--- src/verilog/cmc_regs.svh ---
// register offsets, field positions, reset values and timing counts
`ifndef CMC_REGS_SVH
`define CMC_REGS_SVH

// register indexes; byte address is four times the index
`define CMC_IDX_MULT_CTRL     8'h97
`define CMC_IDX_EXT_OSC_CTRL  8'h9f
`define CMC_IDX_IRQ_STATUS    8'ha0
`define CMC_IDX_IRQ_MASK      8'ha1

// multiplier control fields
`define CMC_BIT_ENABLE        7
`define CMC_BIT_INIT          6
`define CMC_BIT_LOCKED        5
`define CMC_SCALE_HI          4
`define CMC_SCALE_LO          2
`define CMC_SEL_HI            1
`define CMC_SEL_LO            0
`define CMC_SEL_X4_BIT        1
`define CMC_SEL_EXT_BIT       0

// external oscillator control fields
`define CMC_BIT_XVALID        7
`define CMC_XMODE_HI          6
`define CMC_XMODE_LO          4
`define CMC_XRANGE_HI         2
`define CMC_XRANGE_LO         0

// interrupt status and mask bits
`define CMC_IRQ_READY         0
`define CMC_IRQ_LOCK_LOST     1
`define CMC_IRQ_EARLY_INIT    2
`define CMC_IRQ_W             3

// reset values
`define CMC_RST_MULT_CTRL     8'h00
`define CMC_RST_EXT_OSC_CTRL  8'h00
`define CMC_RST_IRQ           3'h0

// timing
`define CMC_CLK_MHZ           10
`define CMC_ENABLE_SETTLE_NS  5000
`define CMC_ENABLE_SETTLE_CYC \
  ((`CMC_ENABLE_SETTLE_NS * `CMC_CLK_MHZ + 999) / 1000)

`endif

--- src/verilog/cmc_pkg.sv ---
// types shared by the clock multiplier control block
package cmc_pkg;

  typedef enum logic [1:0] {
    CMC_ST_OFF,
    CMC_ST_WARM,
    CMC_ST_LOCKING,
    CMC_ST_READY
  } cmc_state_type;

  typedef enum logic [2:0] {
    CMC_XM_OFF0,
    CMC_XM_OFF1,
    CMC_XM_CMOS,
    CMC_XM_CMOS_DIV2,
    CMC_XM_RC,
    CMC_XM_CAP,
    CMC_XM_XTAL,
    CMC_XM_XTAL_DIV2
  } cmc_xmode_type;

endpackage : cmc_pkg

--- src/verilog/cmc_top.sv ---
// clock multiplier control: wishbone registers, lock tracking, pin claims
//
// Overview of operation
// - init starts only on a written init bit while enable already set
// - locked flag reads 1 from lock until lock loss, re-init or disable, else 0
// - bits 4:2 select the output scaling factor
// - odd-denominator scale codes give an uneven duty cycle
// - bits 1:0 choose the oscillator feeding the multiplier
// - select codes: int x2, ext x2, int x4, ext x4
// - with an x2 selection the scale field is ignored
// - crystal mode takes both oscillator pins
// - capacitor, RC or CMOS mode takes only the output pin
// - with an x4 selection, output is four times input times 1,2/3,1/2,2/5,1/3 or 2/7
//
// Chosen here: the Wishbone register port.
`timescale 1ns/10ps
`default_nettype none

`include "cmc_regs.svh"

module cmc_top #(
  parameter int SETTLE_CYCLES = `CMC_ENABLE_SETTLE_CYC
) (
  input  wire logic        clk_i,
  input  wire logic        rst_i,
  // wishbone classic slave
  input  wire logic        wb_cyc_i,
  input  wire logic        wb_stb_i,
  input  wire logic        wb_we_i,
  input  wire logic [11:0] wb_adr_i,
  input  wire logic [3:0]  wb_sel_i,
  input  wire logic [31:0] wb_dat_i,
  output var  logic [31:0] wb_dat_o,
  output var  logic        wb_ack_o,
  // analog multiplier side
  input  wire logic        pll_lock_i,
  input  wire logic        ext_osc_valid_i,
  output var  logic        mult_enable_o,
  output var  logic        mult_init_o,
  output var  logic [1:0]  mult_input_select_o,
  output var  logic [2:0]  mult_output_scale_o,
  output var  logic        mult_uneven_duty_o,
  // external oscillator side and interrupt request
  output var  logic [2:0]  ext_osc_mode_o,
  output var  logic [2:0]  ext_osc_freq_range_o,
  output var  logic        osc_pin_in_claim_o,
  output var  logic        osc_pin_out_claim_o,
  output var  logic        osc_pin_digital_o,
  output var  logic        irq_o
);

  // ==========================================================================
  // functions
  // ==========================================================================

  function automatic logic odd_denominator(input logic [2:0] code);
    odd_denominator = (code == 3'h1) || (code == 3'h3) || (code == 3'h5);
  endfunction : odd_denominator

  function automatic logic hit(input logic [9:0] idx, input logic [7:0] reg_idx);
    hit = (idx == {2'h0, reg_idx});
  endfunction : hit

  // ==========================================================================
  // state
  // ==========================================================================

  logic                   enable_q;
  logic                   init_bit_q;
  logic                   locked_q;
  logic [2:0]             scale_q;
  logic [1:0]             select_q;
  logic [2:0]             xmode_q;
  logic [2:0]             xrange_q;
  logic [`CMC_IRQ_W-1:0]  irq_stat_q;
  logic [`CMC_IRQ_W-1:0]  irq_mask_q;
  logic                   ack_q;
  logic [31:0]            rdata_q;
  logic                   lock_s1_q;
  logic                   lock_s2_q;
  logic                   xval_s1_q;
  logic                   xval_s2_q;
  logic                   init_pulse_q;
  logic                   lock_dropped_q;
  logic                   irq_q;
  logic [2:0]             eff_scale_q;
  logic                   uneven_q;
  logic                   pin_in_q;
  logic                   pin_out_q;
  logic                   pin_dig_q;
  cmc_pkg::cmc_state_type state_q;
  cmc_pkg::cmc_state_type state_d;

  // ==========================================================================
  // bus decode
  // ==========================================================================

  wire       req       = wb_cyc_i && wb_stb_i && !ack_q;
  wire       wr        = req && wb_we_i && wb_sel_i[0];
  wire [9:0] idx       = wb_adr_i[11:2];
  wire       hit_mult  = hit(idx, `CMC_IDX_MULT_CTRL);
  wire       hit_xosc  = hit(idx, `CMC_IDX_EXT_OSC_CTRL);
  wire       hit_stat  = hit(idx, `CMC_IDX_IRQ_STATUS);
  wire       hit_mask  = hit(idx, `CMC_IDX_IRQ_MASK);
  wire       wr_mult   = wr && hit_mult;
  wire       wr_xosc   = wr && hit_xosc;
  wire       wr_stat   = wr && hit_stat;
  wire       wr_mask   = wr && hit_mask;
  wire [7:0] wbyte     = wb_dat_i[7:0];

  wire       new_enable = wbyte[`CMC_BIT_ENABLE];

  wire       init_start = wr_mult && wbyte[`CMC_BIT_INIT] && enable_q &&
                          new_enable;

  wire       early_init;
  wire       settled;

  assign early_init = init_start && !settled;

  wire [7:0] mult_view = {enable_q, init_bit_q, locked_q,
                          scale_q, select_q};
  wire [7:0] xosc_view = {xval_s2_q && xmode_q[2] && xmode_q[1],
                          xmode_q, 1'b0, xrange_q};

  wire [31:0] rdata_d =
    hit_mult ? {24'h0, mult_view} :
    hit_xosc ? {24'h0, xosc_view} :
    hit_stat ? {29'h0, irq_stat_q} :
    hit_mask ? {29'h0, irq_mask_q} : 32'h0;

  // ==========================================================================
  // wishbone answer, one cycle after the request
  // ==========================================================================

  always_ff @(posedge clk_i) begin
    if (rst_i) begin
      ack_q   <= 1'b0;
      rdata_q <= 32'h0;
    end else begin
      ack_q   <= req;
      rdata_q <= req ? rdata_d : 32'h0;
    end
  end

  // ==========================================================================
  // pin synchronisers
  // ==========================================================================

  always_ff @(posedge clk_i) begin
    if (rst_i) begin
      lock_s1_q <= 1'b0;
      lock_s2_q <= 1'b0;
      xval_s1_q <= 1'b0;
      xval_s2_q <= 1'b0;
    end else begin
      lock_s1_q <= pll_lock_i;
      lock_s2_q <= lock_s1_q;
      xval_s1_q <= ext_osc_valid_i;
      xval_s2_q <= xval_s1_q;
    end
  end

  // ==========================================================================
  // control register
  // ==========================================================================

  localparam logic [7:0] RST_CTRL = `CMC_RST_MULT_CTRL;
  localparam logic [7:0] RST_XOSC = `CMC_RST_EXT_OSC_CTRL;

  always_ff @(posedge clk_i) begin
    if (rst_i) begin
      {enable_q, init_bit_q} <= 2'h0;
      scale_q  <= RST_CTRL[`CMC_SCALE_HI:`CMC_SCALE_LO];
      select_q <= RST_CTRL[`CMC_SEL_HI:`CMC_SEL_LO];
    end else if (wr_mult) begin
      enable_q   <= new_enable;
      init_bit_q <= wbyte[`CMC_BIT_INIT] && enable_q && new_enable;
      scale_q    <= wbyte[`CMC_SCALE_HI:`CMC_SCALE_LO];
      select_q   <= wbyte[`CMC_SEL_HI:`CMC_SEL_LO];
    end
  end

  always_ff @(posedge clk_i) begin
    if (rst_i) begin
      xmode_q  <= RST_XOSC[`CMC_XMODE_HI:`CMC_XMODE_LO];
      xrange_q <= RST_XOSC[`CMC_XRANGE_HI:`CMC_XRANGE_LO];
    end else if (wr_xosc) begin
      xmode_q  <= wbyte[`CMC_XMODE_HI:`CMC_XMODE_LO];
      xrange_q <= wbyte[`CMC_XRANGE_HI:`CMC_XRANGE_LO];
    end
  end

  // ==========================================================================
  // enable settle timer
  // ==========================================================================

  cmc_settle_timer #(
    .CYCLES (SETTLE_CYCLES)
  ) u_settle (
    .clk_i  (clk_i),
    .rst_i  (rst_i),
    .arm_i  (enable_q),
    .done_o (settled)
  );

  // ==========================================================================
  // lock tracking
  // ==========================================================================

  always_comb begin
    state_d = state_q;
    case (state_q)
      cmc_pkg::CMC_ST_OFF: begin
        if (enable_q) begin
          state_d = cmc_pkg::CMC_ST_WARM;
        end
      end
      cmc_pkg::CMC_ST_WARM: begin
        if (init_start) begin
          state_d = cmc_pkg::CMC_ST_LOCKING;
        end
      end
      cmc_pkg::CMC_ST_LOCKING: begin
        // wait for the pll to drop its old lock and regain it
        if (lock_s2_q && lock_dropped_q) begin
          state_d = cmc_pkg::CMC_ST_READY;
        end
      end
      cmc_pkg::CMC_ST_READY: begin
        if (init_start) begin
          state_d = cmc_pkg::CMC_ST_LOCKING;
        end else if (!lock_s2_q) begin
          state_d = cmc_pkg::CMC_ST_LOCKING;
        end
      end
      default: begin
        state_d = cmc_pkg::CMC_ST_OFF;
      end
    endcase
    if (!enable_q || (wr_mult && !new_enable)) begin
      state_d = cmc_pkg::CMC_ST_OFF;
    end
  end

  wire ready_d   = (state_d == cmc_pkg::CMC_ST_READY);
  wire ready_set = ready_d && !locked_q;
  wire lock_lost = (state_q == cmc_pkg::CMC_ST_READY) &&
                   !lock_s2_q && enable_q;

  always_ff @(posedge clk_i) begin
    if (rst_i) begin
      state_q      <= cmc_pkg::CMC_ST_OFF;
      locked_q     <= 1'b0;
      init_pulse_q <= 1'b0;
      lock_dropped_q <= 1'b0;
    end else begin
      state_q      <= state_d;
      // locked flag follows the lock state
      locked_q     <= ready_d;
      init_pulse_q <= init_start;
      // old lock must be seen low before relock
      lock_dropped_q <= !init_start && (lock_dropped_q || !lock_s2_q);
    end
  end

  // ==========================================================================
  // interrupts
  // ==========================================================================

  wire [`CMC_IRQ_W-1:0] irq_evt = {early_init, lock_lost, ready_set};
  wire [`CMC_IRQ_W-1:0] irq_clr = wr_stat ? wbyte[`CMC_IRQ_W-1:0] :
                                            `CMC_RST_IRQ;

  always_ff @(posedge clk_i) begin
    if (rst_i) begin
      irq_stat_q <= `CMC_RST_IRQ;
      irq_mask_q <= `CMC_RST_IRQ;
      irq_q      <= 1'b0;
    end else begin
      // a new event wins over a clear in the same cycle
      irq_stat_q <= (irq_stat_q & ~irq_clr) | irq_evt;
      if (wr_mask) begin
        irq_mask_q <= wbyte[`CMC_IRQ_W-1:0];
      end
      irq_q      <= |(irq_stat_q & irq_mask_q);
    end
  end

  // ==========================================================================
  // multiplier settings toward the analog side
  // ==========================================================================

  wire       x4_sel    = select_q[`CMC_SEL_X4_BIT];
  wire [2:0] eff_scale = x4_sel ? scale_q : 3'h0;

  always_ff @(posedge clk_i) begin
    if (rst_i) begin
      eff_scale_q <= 3'h0;
      uneven_q    <= 1'b0;
    end else begin
      eff_scale_q <= eff_scale;
      uneven_q    <= enable_q && odd_denominator(eff_scale);
    end
  end

  // ==========================================================================
  // oscillator pin claims
  // ==========================================================================

  logic claim_in;
  logic claim_out;
  logic claim_dig;

  cmc_pin_claim u_pins (
    .xmode_i         (xmode_q),
    .claim_in_pin_o  (claim_in),
    .claim_out_pin_o (claim_out),
    .digital_in_o    (claim_dig)
  );

  always_ff @(posedge clk_i) begin
    if (rst_i) begin
      pin_in_q  <= 1'b0;
      pin_out_q <= 1'b0;
      pin_dig_q <= 1'b0;
    end else begin
      pin_in_q  <= claim_in;
      pin_out_q <= claim_out;
      pin_dig_q <= claim_dig;
    end
  end

  // ==========================================================================
  // outputs
  // ==========================================================================

  assign wb_dat_o             = rdata_q;
  assign wb_ack_o             = ack_q;
  assign mult_enable_o        = enable_q;
  assign mult_init_o          = init_pulse_q;
  assign mult_input_select_o  = select_q;
  assign mult_output_scale_o  = eff_scale_q;
  assign mult_uneven_duty_o   = uneven_q;
  assign ext_osc_mode_o       = xmode_q;
  assign ext_osc_freq_range_o = xrange_q;
  assign osc_pin_in_claim_o   = pin_in_q;
  assign osc_pin_out_claim_o  = pin_out_q;
  assign osc_pin_digital_o    = pin_dig_q;
  assign irq_o                = irq_q;

endmodule : cmc_top

`default_nettype wire

--- src/verilog/cmc_settle_timer.sv ---
// counts clock cycles while armed and flags when the count has elapsed
`timescale 1ns/10ps
`default_nettype none

module cmc_settle_timer #(
  parameter int CYCLES = 50
) (
  input  wire logic clk_i,
  input  wire logic rst_i,
  input  wire logic arm_i,
  output var  logic done_o
);

  localparam int CW = $clog2(CYCLES + 1);

  logic [CW-1:0] cnt_q;

  // restarts from zero whenever arm drops
  always_ff @(posedge clk_i) begin
    if (rst_i || !arm_i) begin
      cnt_q <= '0;
    end else if (cnt_q != CW'(CYCLES)) begin
      cnt_q <= cnt_q + 1'b1;
    end
  end

  assign done_o = arm_i && (cnt_q == CW'(CYCLES));

endmodule : cmc_settle_timer

`default_nettype wire

--- src/verilog/cmc_pin_claim.sv ---
// decodes which oscillator pins the external oscillator mode takes over
`timescale 1ns/10ps
`default_nettype none

module cmc_pin_claim (
  input  wire logic [2:0] xmode_i,
  output var  logic       claim_in_pin_o,
  output var  logic       claim_out_pin_o,
  output var  logic       digital_in_o
);

  cmc_pkg::cmc_xmode_type mode;

  assign mode = cmc_pkg::cmc_xmode_type'(xmode_i);

  always_comb begin
    claim_in_pin_o  = 1'b0;
    claim_out_pin_o = 1'b0;
    digital_in_o    = 1'b0;
    case (mode)
      cmc_pkg::CMC_XM_XTAL, cmc_pkg::CMC_XM_XTAL_DIV2: begin
        claim_in_pin_o  = 1'b1;
        claim_out_pin_o = 1'b1;
      end
      cmc_pkg::CMC_XM_RC, cmc_pkg::CMC_XM_CAP: begin
        claim_out_pin_o = 1'b1;
      end
      cmc_pkg::CMC_XM_CMOS, cmc_pkg::CMC_XM_CMOS_DIV2: begin
        claim_out_pin_o = 1'b1;
        digital_in_o    = 1'b1;
      end
      default: begin
        claim_in_pin_o  = 1'b0;
      end
    endcase
  end

endmodule : cmc_pin_claim

`default_nettype wire

--- config.mk ---
export PLATFORM = sky130hd
export DESIGN_NAME = cmc_top
export DESIGN_NICKNAME = d
export VERILOG_FILES = /design/src/verilog/cmc_pkg.sv /design/src/verilog/cmc_top.sv /design/src/verilog/cmc_settle_timer.sv /design/src/verilog/cmc_pin_claim.sv
export VERILOG_INCLUDE_DIRS = /design/src /design/src/verilog
export SDC_FILE = /design/constraint.sdc
export NUM_CORES = 1
export LEC_CHECK = 0
export ABC_AREA = 1
export BUFFER_PORTS_ARGS = -buffer_cell sky130_fd_sc_hd__buf_2
export CAP_MARGIN = 40
export CORE_UTILIZATION = 46
export CTS_BUF_LIST = sky130_fd_sc_hd__clkbuf_8 sky130_fd_sc_hd__clkbuf_16
export CTS_CLUSTER_SIZE = 12
export DETAILED_ROUTE_END_ITERATION = 10
export GPL_ROUTABILITY_DRIVEN = 0
export HOLD_SLACK_MARGIN = 0.02
export PLACE_DENSITY = 0.77
export SYNTH_ARGS = -nofsm -noshare
export SYNTH_HDL_FRONTEND = slang
export SYNTH_SLANG_ARGS = --single-unit
--- constraint.sdc ---
create_clock -name clk_i -period 1.3 [get_ports clk_i]
set_input_delay 0.065 -clock clk_i [delete_from_list [all_inputs] [get_ports clk_i]]
set_output_delay 0.065 -clock clk_i [all_outputs]
set_load 0.05 [all_outputs]
* Word level (Yosys, flattened, before mapping)
Index checks and enable logic that the tools add are counted.
** Operators by class
- Add/subtract/negate cells :: 1
- Equal/unequal tests :: 19
- Multiplexer cells :: 16
- Bitwise operators :: 5
- Reductions and logical operators :: 43
** Operators by type and width (count)
- 10-bit by 8-bit == test with 1-bit output (second input constant) :: 4
- 1-bit logical AND :: 24
- 8-bit 2-to-1 mux :: 2
- 3-bit == test (second input constant) :: 5
- 2-bit 2-to-1 mux :: 6
- 3-bit 2-to-1 mux :: 4
- 3-bit by 2-bit == test with 1-bit output (second input constant) :: 3
- 2-bit case mux with 4 select lines :: 1
- 1-bit zero test :: 7
- 6-bit by 1-bit adder with 6-bit output (second input constant) :: 1
- 3-bit AND :: 2
- 2-bit == test (second input constant) :: 3
- 6-bit == test (second input constant) :: 1
- 6-bit != test (second input constant) :: 1
- 2-bit OR reduction :: 3
- 6-bit OR reduction :: 1
- 1-bit logical OR :: 5
- 5-bit OR reduction :: 1
- 3-bit by 1-bit == test with 1-bit output (second input constant) :: 1
- 1-bit 2-to-1 mux :: 3
- 3-bit inverter :: 1
- 3-bit OR :: 1
- 3-bit OR reduction :: 1
- 2-bit by 1-bit == test with 1-bit output (second input constant) :: 1
- 2 further kinds :: 2
** Storage, ports and cells
- Register bits after elaboration :: 75
- Bits of input ports :: 55
- Output and inout port bits :: 51
- Word-level logic and storage cells :: 110

* Longest topological paths before layout
- Depth after elaboration :: 14
- Mapped depth :: 10
- Gate-level depth less buffers :: 10

* Cells and area by module
A second synthesis with hierarchy kept.
** Second synthesis, totals
- Cells, all modules :: 314
- Area, all modules :: 2343.5 µm²
** By module, submodules not included
- cmc_top :: times used 1, cells each 263, area each 2001.9 µm², seq. area each 900.9 µm²
- cmc_settle_timer :: times used 1, cells each 45, area each 319.1 µm², seq. area each 120.1 µm²
- cmc_pin_claim :: times used 1, cells each 6, area each 22.5 µm², seq. area each 0.0 µm²

* Least setup slack after synthesis
Ideal clock, no wire load.
- Path type :: register to register
- Start :: register enable_q (netlist: mult_enable_o)
- End :: register irq_stat_q[0]
- Setup time :: 112 ps
- Arrival time :: 1420 ps
- Required time :: 1188 ps
- Slack :: -232 ps
- Cell stages (with the launch flop) :: 8
- Buffers on the path :: 0
- Period minus slack after synthesis :: 1532 ps
- Cell sequence :: dfxtp_1 > inv_1 > nor2_1 > nand3_4 > nor2_4 > nor2_2 > nand2_1 > nand2_1
** On the way
- Cells in the longest elaborated chain, start to end :: 8
- Elaborated cells between the ends (all ways) :: 12
- Classes of those cells :: eq/ne (1); mux (5); bitwise (1); reduce/logical (5)
** RTL lines
- start: declaration :: line cmc_top.sv:68 : logic enable_q;
- start signal: assignment :: line cmc_top.sv:177 : enable_q <= new_enable;
- 1-bit logical AND (2 in a row) :: line cmc_top.sv:113 : wire init_start = wr_mult && wbyte[`CMC_BIT_INIT] && enable_q &&
- 2-bit 2-to-1 mux, on equally long branches :: line cmc_top.sv:231, cmc_top.sv:220
- 2-bit case mux with 4 select lines :: line cmc_top.sv:213 : case (state_q)
- 2-bit 2-to-1 mux * :: line cmc_top.sv:241 : if (!enable_q || (wr_mult && !new_enable)) begin
- 2-bit == test * :: line cmc_top.sv:246 : wire ready_d = (state_d == cmc_pkg::CMC_ST_READY);
- 1-bit logical AND * :: line cmc_top.sv:247 : wire ready_set = ready_d && !locked_q;
- 3-bit OR * :: line cmc_top.sv:282 : irq_stat_q <= (irq_stat_q & ~irq_clr) | irq_evt;
- end signal: assignment :: line cmc_top.sv:277 : irq_stat_q <= `CMC_RST_IRQ;
- end signal: assignment :: line cmc_top.sv:282
- end: declaration :: line cmc_top.sv:75 : logic [`CMC_IRQ_W-1:0] irq_stat_q;
Every way passes the cells marked *; elsewhere a longest branch is shown, timed or not.
A chain may end at the register's enable or synchronous reset.

* Worst setup path after layout
- Start :: register ack_q (netlist: wb_ack_o)
- End :: register xrange_q[0] (netlist: ext_osc_freq_range_o[0])
** On the way
- Cells in the longest elaborated chain, start to end :: 5
** RTL lines
- start: declaration :: line cmc_top.sv:77 : logic ack_q;
- start signal: assignment :: line cmc_top.sv:141 : ack_q <= req;
- 1-bit zero test :: line cmc_top.sv:98 : wire req = wb_cyc_i && wb_stb_i && !ack_q;
- 1-bit logical AND :: line cmc_top.sv:98
- 1-bit logical AND (2 in a row) :: line cmc_top.sv:99 : wire wr = req && wb_we_i && wb_sel_i[0];
- 1-bit logical AND :: line cmc_top.sv:106 : wire wr_xosc = wr && hit_xosc;
- end signal: assignment :: line cmc_top.sv:187 : xrange_q <= RST_XOSC[`CMC_XRANGE_HI:`CMC_XRANGE_LO];
- end signal: assignment :: line cmc_top.sv:190 : xrange_q <= wbyte[`CMC_XRANGE_HI:`CMC_XRANGE_LO];
- end: declaration :: line cmc_top.sv:74 : logic [2:0] xrange_q;
Every way passes these cells.

==> results.toml <==
[run_status]
status = "complete, no violations"

[synthesis]
synth_cell_types = 34
syn_inst = 287
synth_area_per_cell_sq_um = 7.873
synth_top_flop_cell = "dfxtp_1"
synth-seq-cells = 51
ys_top_cells_by_area = "dfxtp_1 45%, buf_4 8.0%, nand2_1 7.8%"
synth-async-reset-ratio_pct = 0
synth-edff-count = 0
ys_seq_area_share_pct = 45.18
netlist.area_leader.share_pct = 45.18
post-synth-top-area-cell = "dfxtp_1"
yosysMostFrequentCell = "dfxtp_1"
synth_area_sq_um = 2260
yosysWarnings = 0
synthTopCellsByCount = "51 x dfxtp_1, 47 x nand2_1, 47 x nor2_1"

[critical_path]
critPathLaunchType = "flip-flop"
cp_slowest_stage_delay_ns = 0.33
cp-end-kind = "flip-flop"
worst-setup-path-type = "reg2reg"
path_delay_family = "simple AND/OR/NAND/NOR gates"
worstPathArrival_ns = 1.44
startpoint = "wb_ack_o"
critPathRequiredTime_ns = 1.51
slowest_stage = "dfxtp_2"
r2r-end = "ext_osc_freq_range_o[0]"
r2r-start = "wb_ack_o"
cp-endpoint = "ext_osc_freq_range_o[0]"
critPathBufInv = 3
cp_cell_sequence = "nor2_2, inv_2, nor2_8, inv_2, nor2_4, inv_4, nor2_2, nor2_1"
r2r_setup_slack_ns = 0.06
worst-path-stages = 8
reg2reg_depth = 8
crit_fanout = 8

[floorplan]
die_w_microns = 72.09
rows = 25
die_area_sq_um = 5196
num_io_pins = 106
start_util_pct = 47.84
core_sq_um = 4723
dieHeight_microns = 72.09

[timing]
fin_tns_setup_ns = 0
rsz0062_at_grt = "true"
slew_viol_final = 0
period_needed_ns = 1.238
fmax_mhz = 807.7
timing.hold.ws_ns = 0.03208
clock_skew_ns = 0.008459
post-route-period-util_pct = 95.23
hold_violations = 0
setup_violations = 0

[clocking]
cts_tree = "yes"
path_clk_slew_ns = 0.09
htreeDepth = 2
clkSinkCount = 51
insertion_delay_ns = 0.30
cts.path.max_buffers = 2
cts_made_buffers = 5
cts_root_buf = "clkbuf_8"

[drt]
drc = 0
wire_per_inst_microns = 10.51
drt_iter0_drc = 100
route.final.wire_length_microns = 4457
postRouteAntennaNets = 0
viasPerCell = 4.580
firstDrtPassIters = 4
vias = 1942

[finish]
final_nets = 413
fin_area_sq_um = 2773
drive_above_1_share_pct = 28.57
area_growth_syn_to_layout_pct = 22.70
stdcell_count = 424
antenna_cells = 0

[global_route]
grt_pass1_wl_microns = 7300
grt_max_degree = 24
antenna_found_initial = 0
overflow = 0
first_global_vias = 1709
grt_usage_pct = 18.16

[power_and_ir_drop]
p_leak_nw = 1.330
p_int_w = 0.002213
combPwrFrac_pct = 10.4
p_total_w = 0.002975
power_density_nw_per_um2 = 1073
seqPwrFrac_pct = 52.9
pwr-share-clk_pct = 36.7
net-switching-power_w = 0.0007624
max-vdd-ir-drop_v = 0.0004602
swShare_pct = 25.63

[placed_design]
place_inst = 408
placed_area_sq_um = 2559
hpwl_microns = 3296
portBuffers = 52

[worst_hold_path]
worstHoldPathType = "in2reg"

[flow_run]
drv_cap = 0
## logic make-up (layout without fill, tap and decap cells)
logic type,count (synthesis),in the layout,share of synthesized area (%)
and+or+nand+nor,133,133,29.62
buffers and inverters,58,105,13.90
DFF,51,51,45.18
AOI/OAI and AO/OA,40,40,9.247
adders and majority gates,2,2,1.107
xor gates and xnor gates,2,2,0.7753
other,1,24,0.1660
## metal layers
| metal | global-route usage [%] | vias up | part of all wire (%) |
|---|---|---|---|
| met5 | 0 | - | 0 |
| met4 | 8.279 | 0 | 2.4 |
| met3 | 4.028 | 12 | 5.5 |
| met2 | 30.94 | 83 | 47 |
| met1 | 21.83 | 845 | 45 |
| li1 | - | 1002 | - |
## repair_timing
| item | in CTS | in global routing |
|---|---|---|
| buffers inserted | 0 | 2 |
| endpoints found under the setup margin | 0 | 7 |
| hold buffers | 6 | 0 |
| gates resized for setup | 0 | 10 |
| hold endpoints to repair | 6 | 0 |
## stage by stage
| stage | setup WS (ns) | utilization [%] |
|---|---|---|
| finish | 0.06196 | 58.70 |
| CTS | 0.001215 | 57.83 |
| detailed placement | 0.01936 | 54.17 |
| global route | -0.01128 | 58.70 |
| global placement | 0.04468 | 54.17 |
| floorplan | -0.01718 | - |
## final cells by class
cell class	instances	area, sq um
tap	67	83.83
clock inverter	3	43.79
multi-input combinational	201	1035
sequential	51	1023
clock buffer	5	68.82
fill	410	1951
inverter	31	125.1
timing repair buffer	66	392.9
## sequential cells by signal, summed over array words and instances, names as in the netlist, 2 cells and up
name	cells
ext_osc_freq_range_o	3
ext_osc_mode_o	3
irq_mask_q	3
irq_stat_q	3
mult_input_select_o	2
mult_output_scale_o	3
scale_q	3
state_q	2
u_settle.cnt_q	6
wb_dat_o	8
## worst min-delay path: stages
cell    delay [ns]
buf_2         0.13
nor2_2        0.04
nor2_1        0.07
## cells in the final DEF (no fill, tap or decap)
cell / count
buf_2: 52
dfxtp_1: 49
nand2_1: 47
nor2_1: 43
inv_1: 25
conb_1: 24
o21ai_0: 16
a21oi_1: 14
nand3_1: 11
nor2_2: 7
buf_4: 7
o21ai_1: 6
dlygate4sd3_1: 6
nor2_4: 5
clkbuf_8: 5
nor3_1: 4
nand3_2: 3
inv_2: 3
nand4_1: 3
nand2_2: 2
nor2_8: 2
clkinv_4: 2
clkinv_2: 2
ha_1: 2
dfxtp_2: 2
nand2_4: 1
nand3_4: 1
inv_4: 1
o211ai_1: 1
a21oi_2: 1
nand3b_2: 1
nor3_2: 1
nor3b_4: 1
a2111oi_0: 1
or2_2: 1
xor2_1: 1
xnor2_1: 1
a211oi_1: 1
bufinv_16: 1
buf_12: 1
## power by group through the flow
| stage | clock network, W | logic, W | registers [W] |
|---|---|---|---|
| after floorplan | 0 | 0.000272 | 0.00161 |
| after detailed placement | 0 | 0.000289 | 0.00161 |
| after CTS | 0.00110 | 0.000304 | 0.00157 |
| after global placement | 0 | 0.000287 | 0.00161 |
| after global routing | 0.00116 | 0.000330 | 0.00157 |
| final | 0.00109 | 0.000309 | 0.00157 |
## worst min path at each step
stage	slack, ns	cells past startpoint	startpoint	to
after CTS	0.03	3	wb_dat_i[4]	ext_osc_mode_o[0]
after detailed placement	0.27	3	ext_osc_valid_i	xval_s1_q
after global placement	0.27	3	ext_osc_valid_i	xval_s1_q
final	0.03	3	wb_dat_i[0]	ext_osc_freq_range_o[0]
after floorplan	0.15	1	rst_i	mult_uneven_duty_o
after global routing	0.04	3	wb_dat_i[0]	ext_osc_freq_range_o[0]
(Power assumes the default switching activity.)
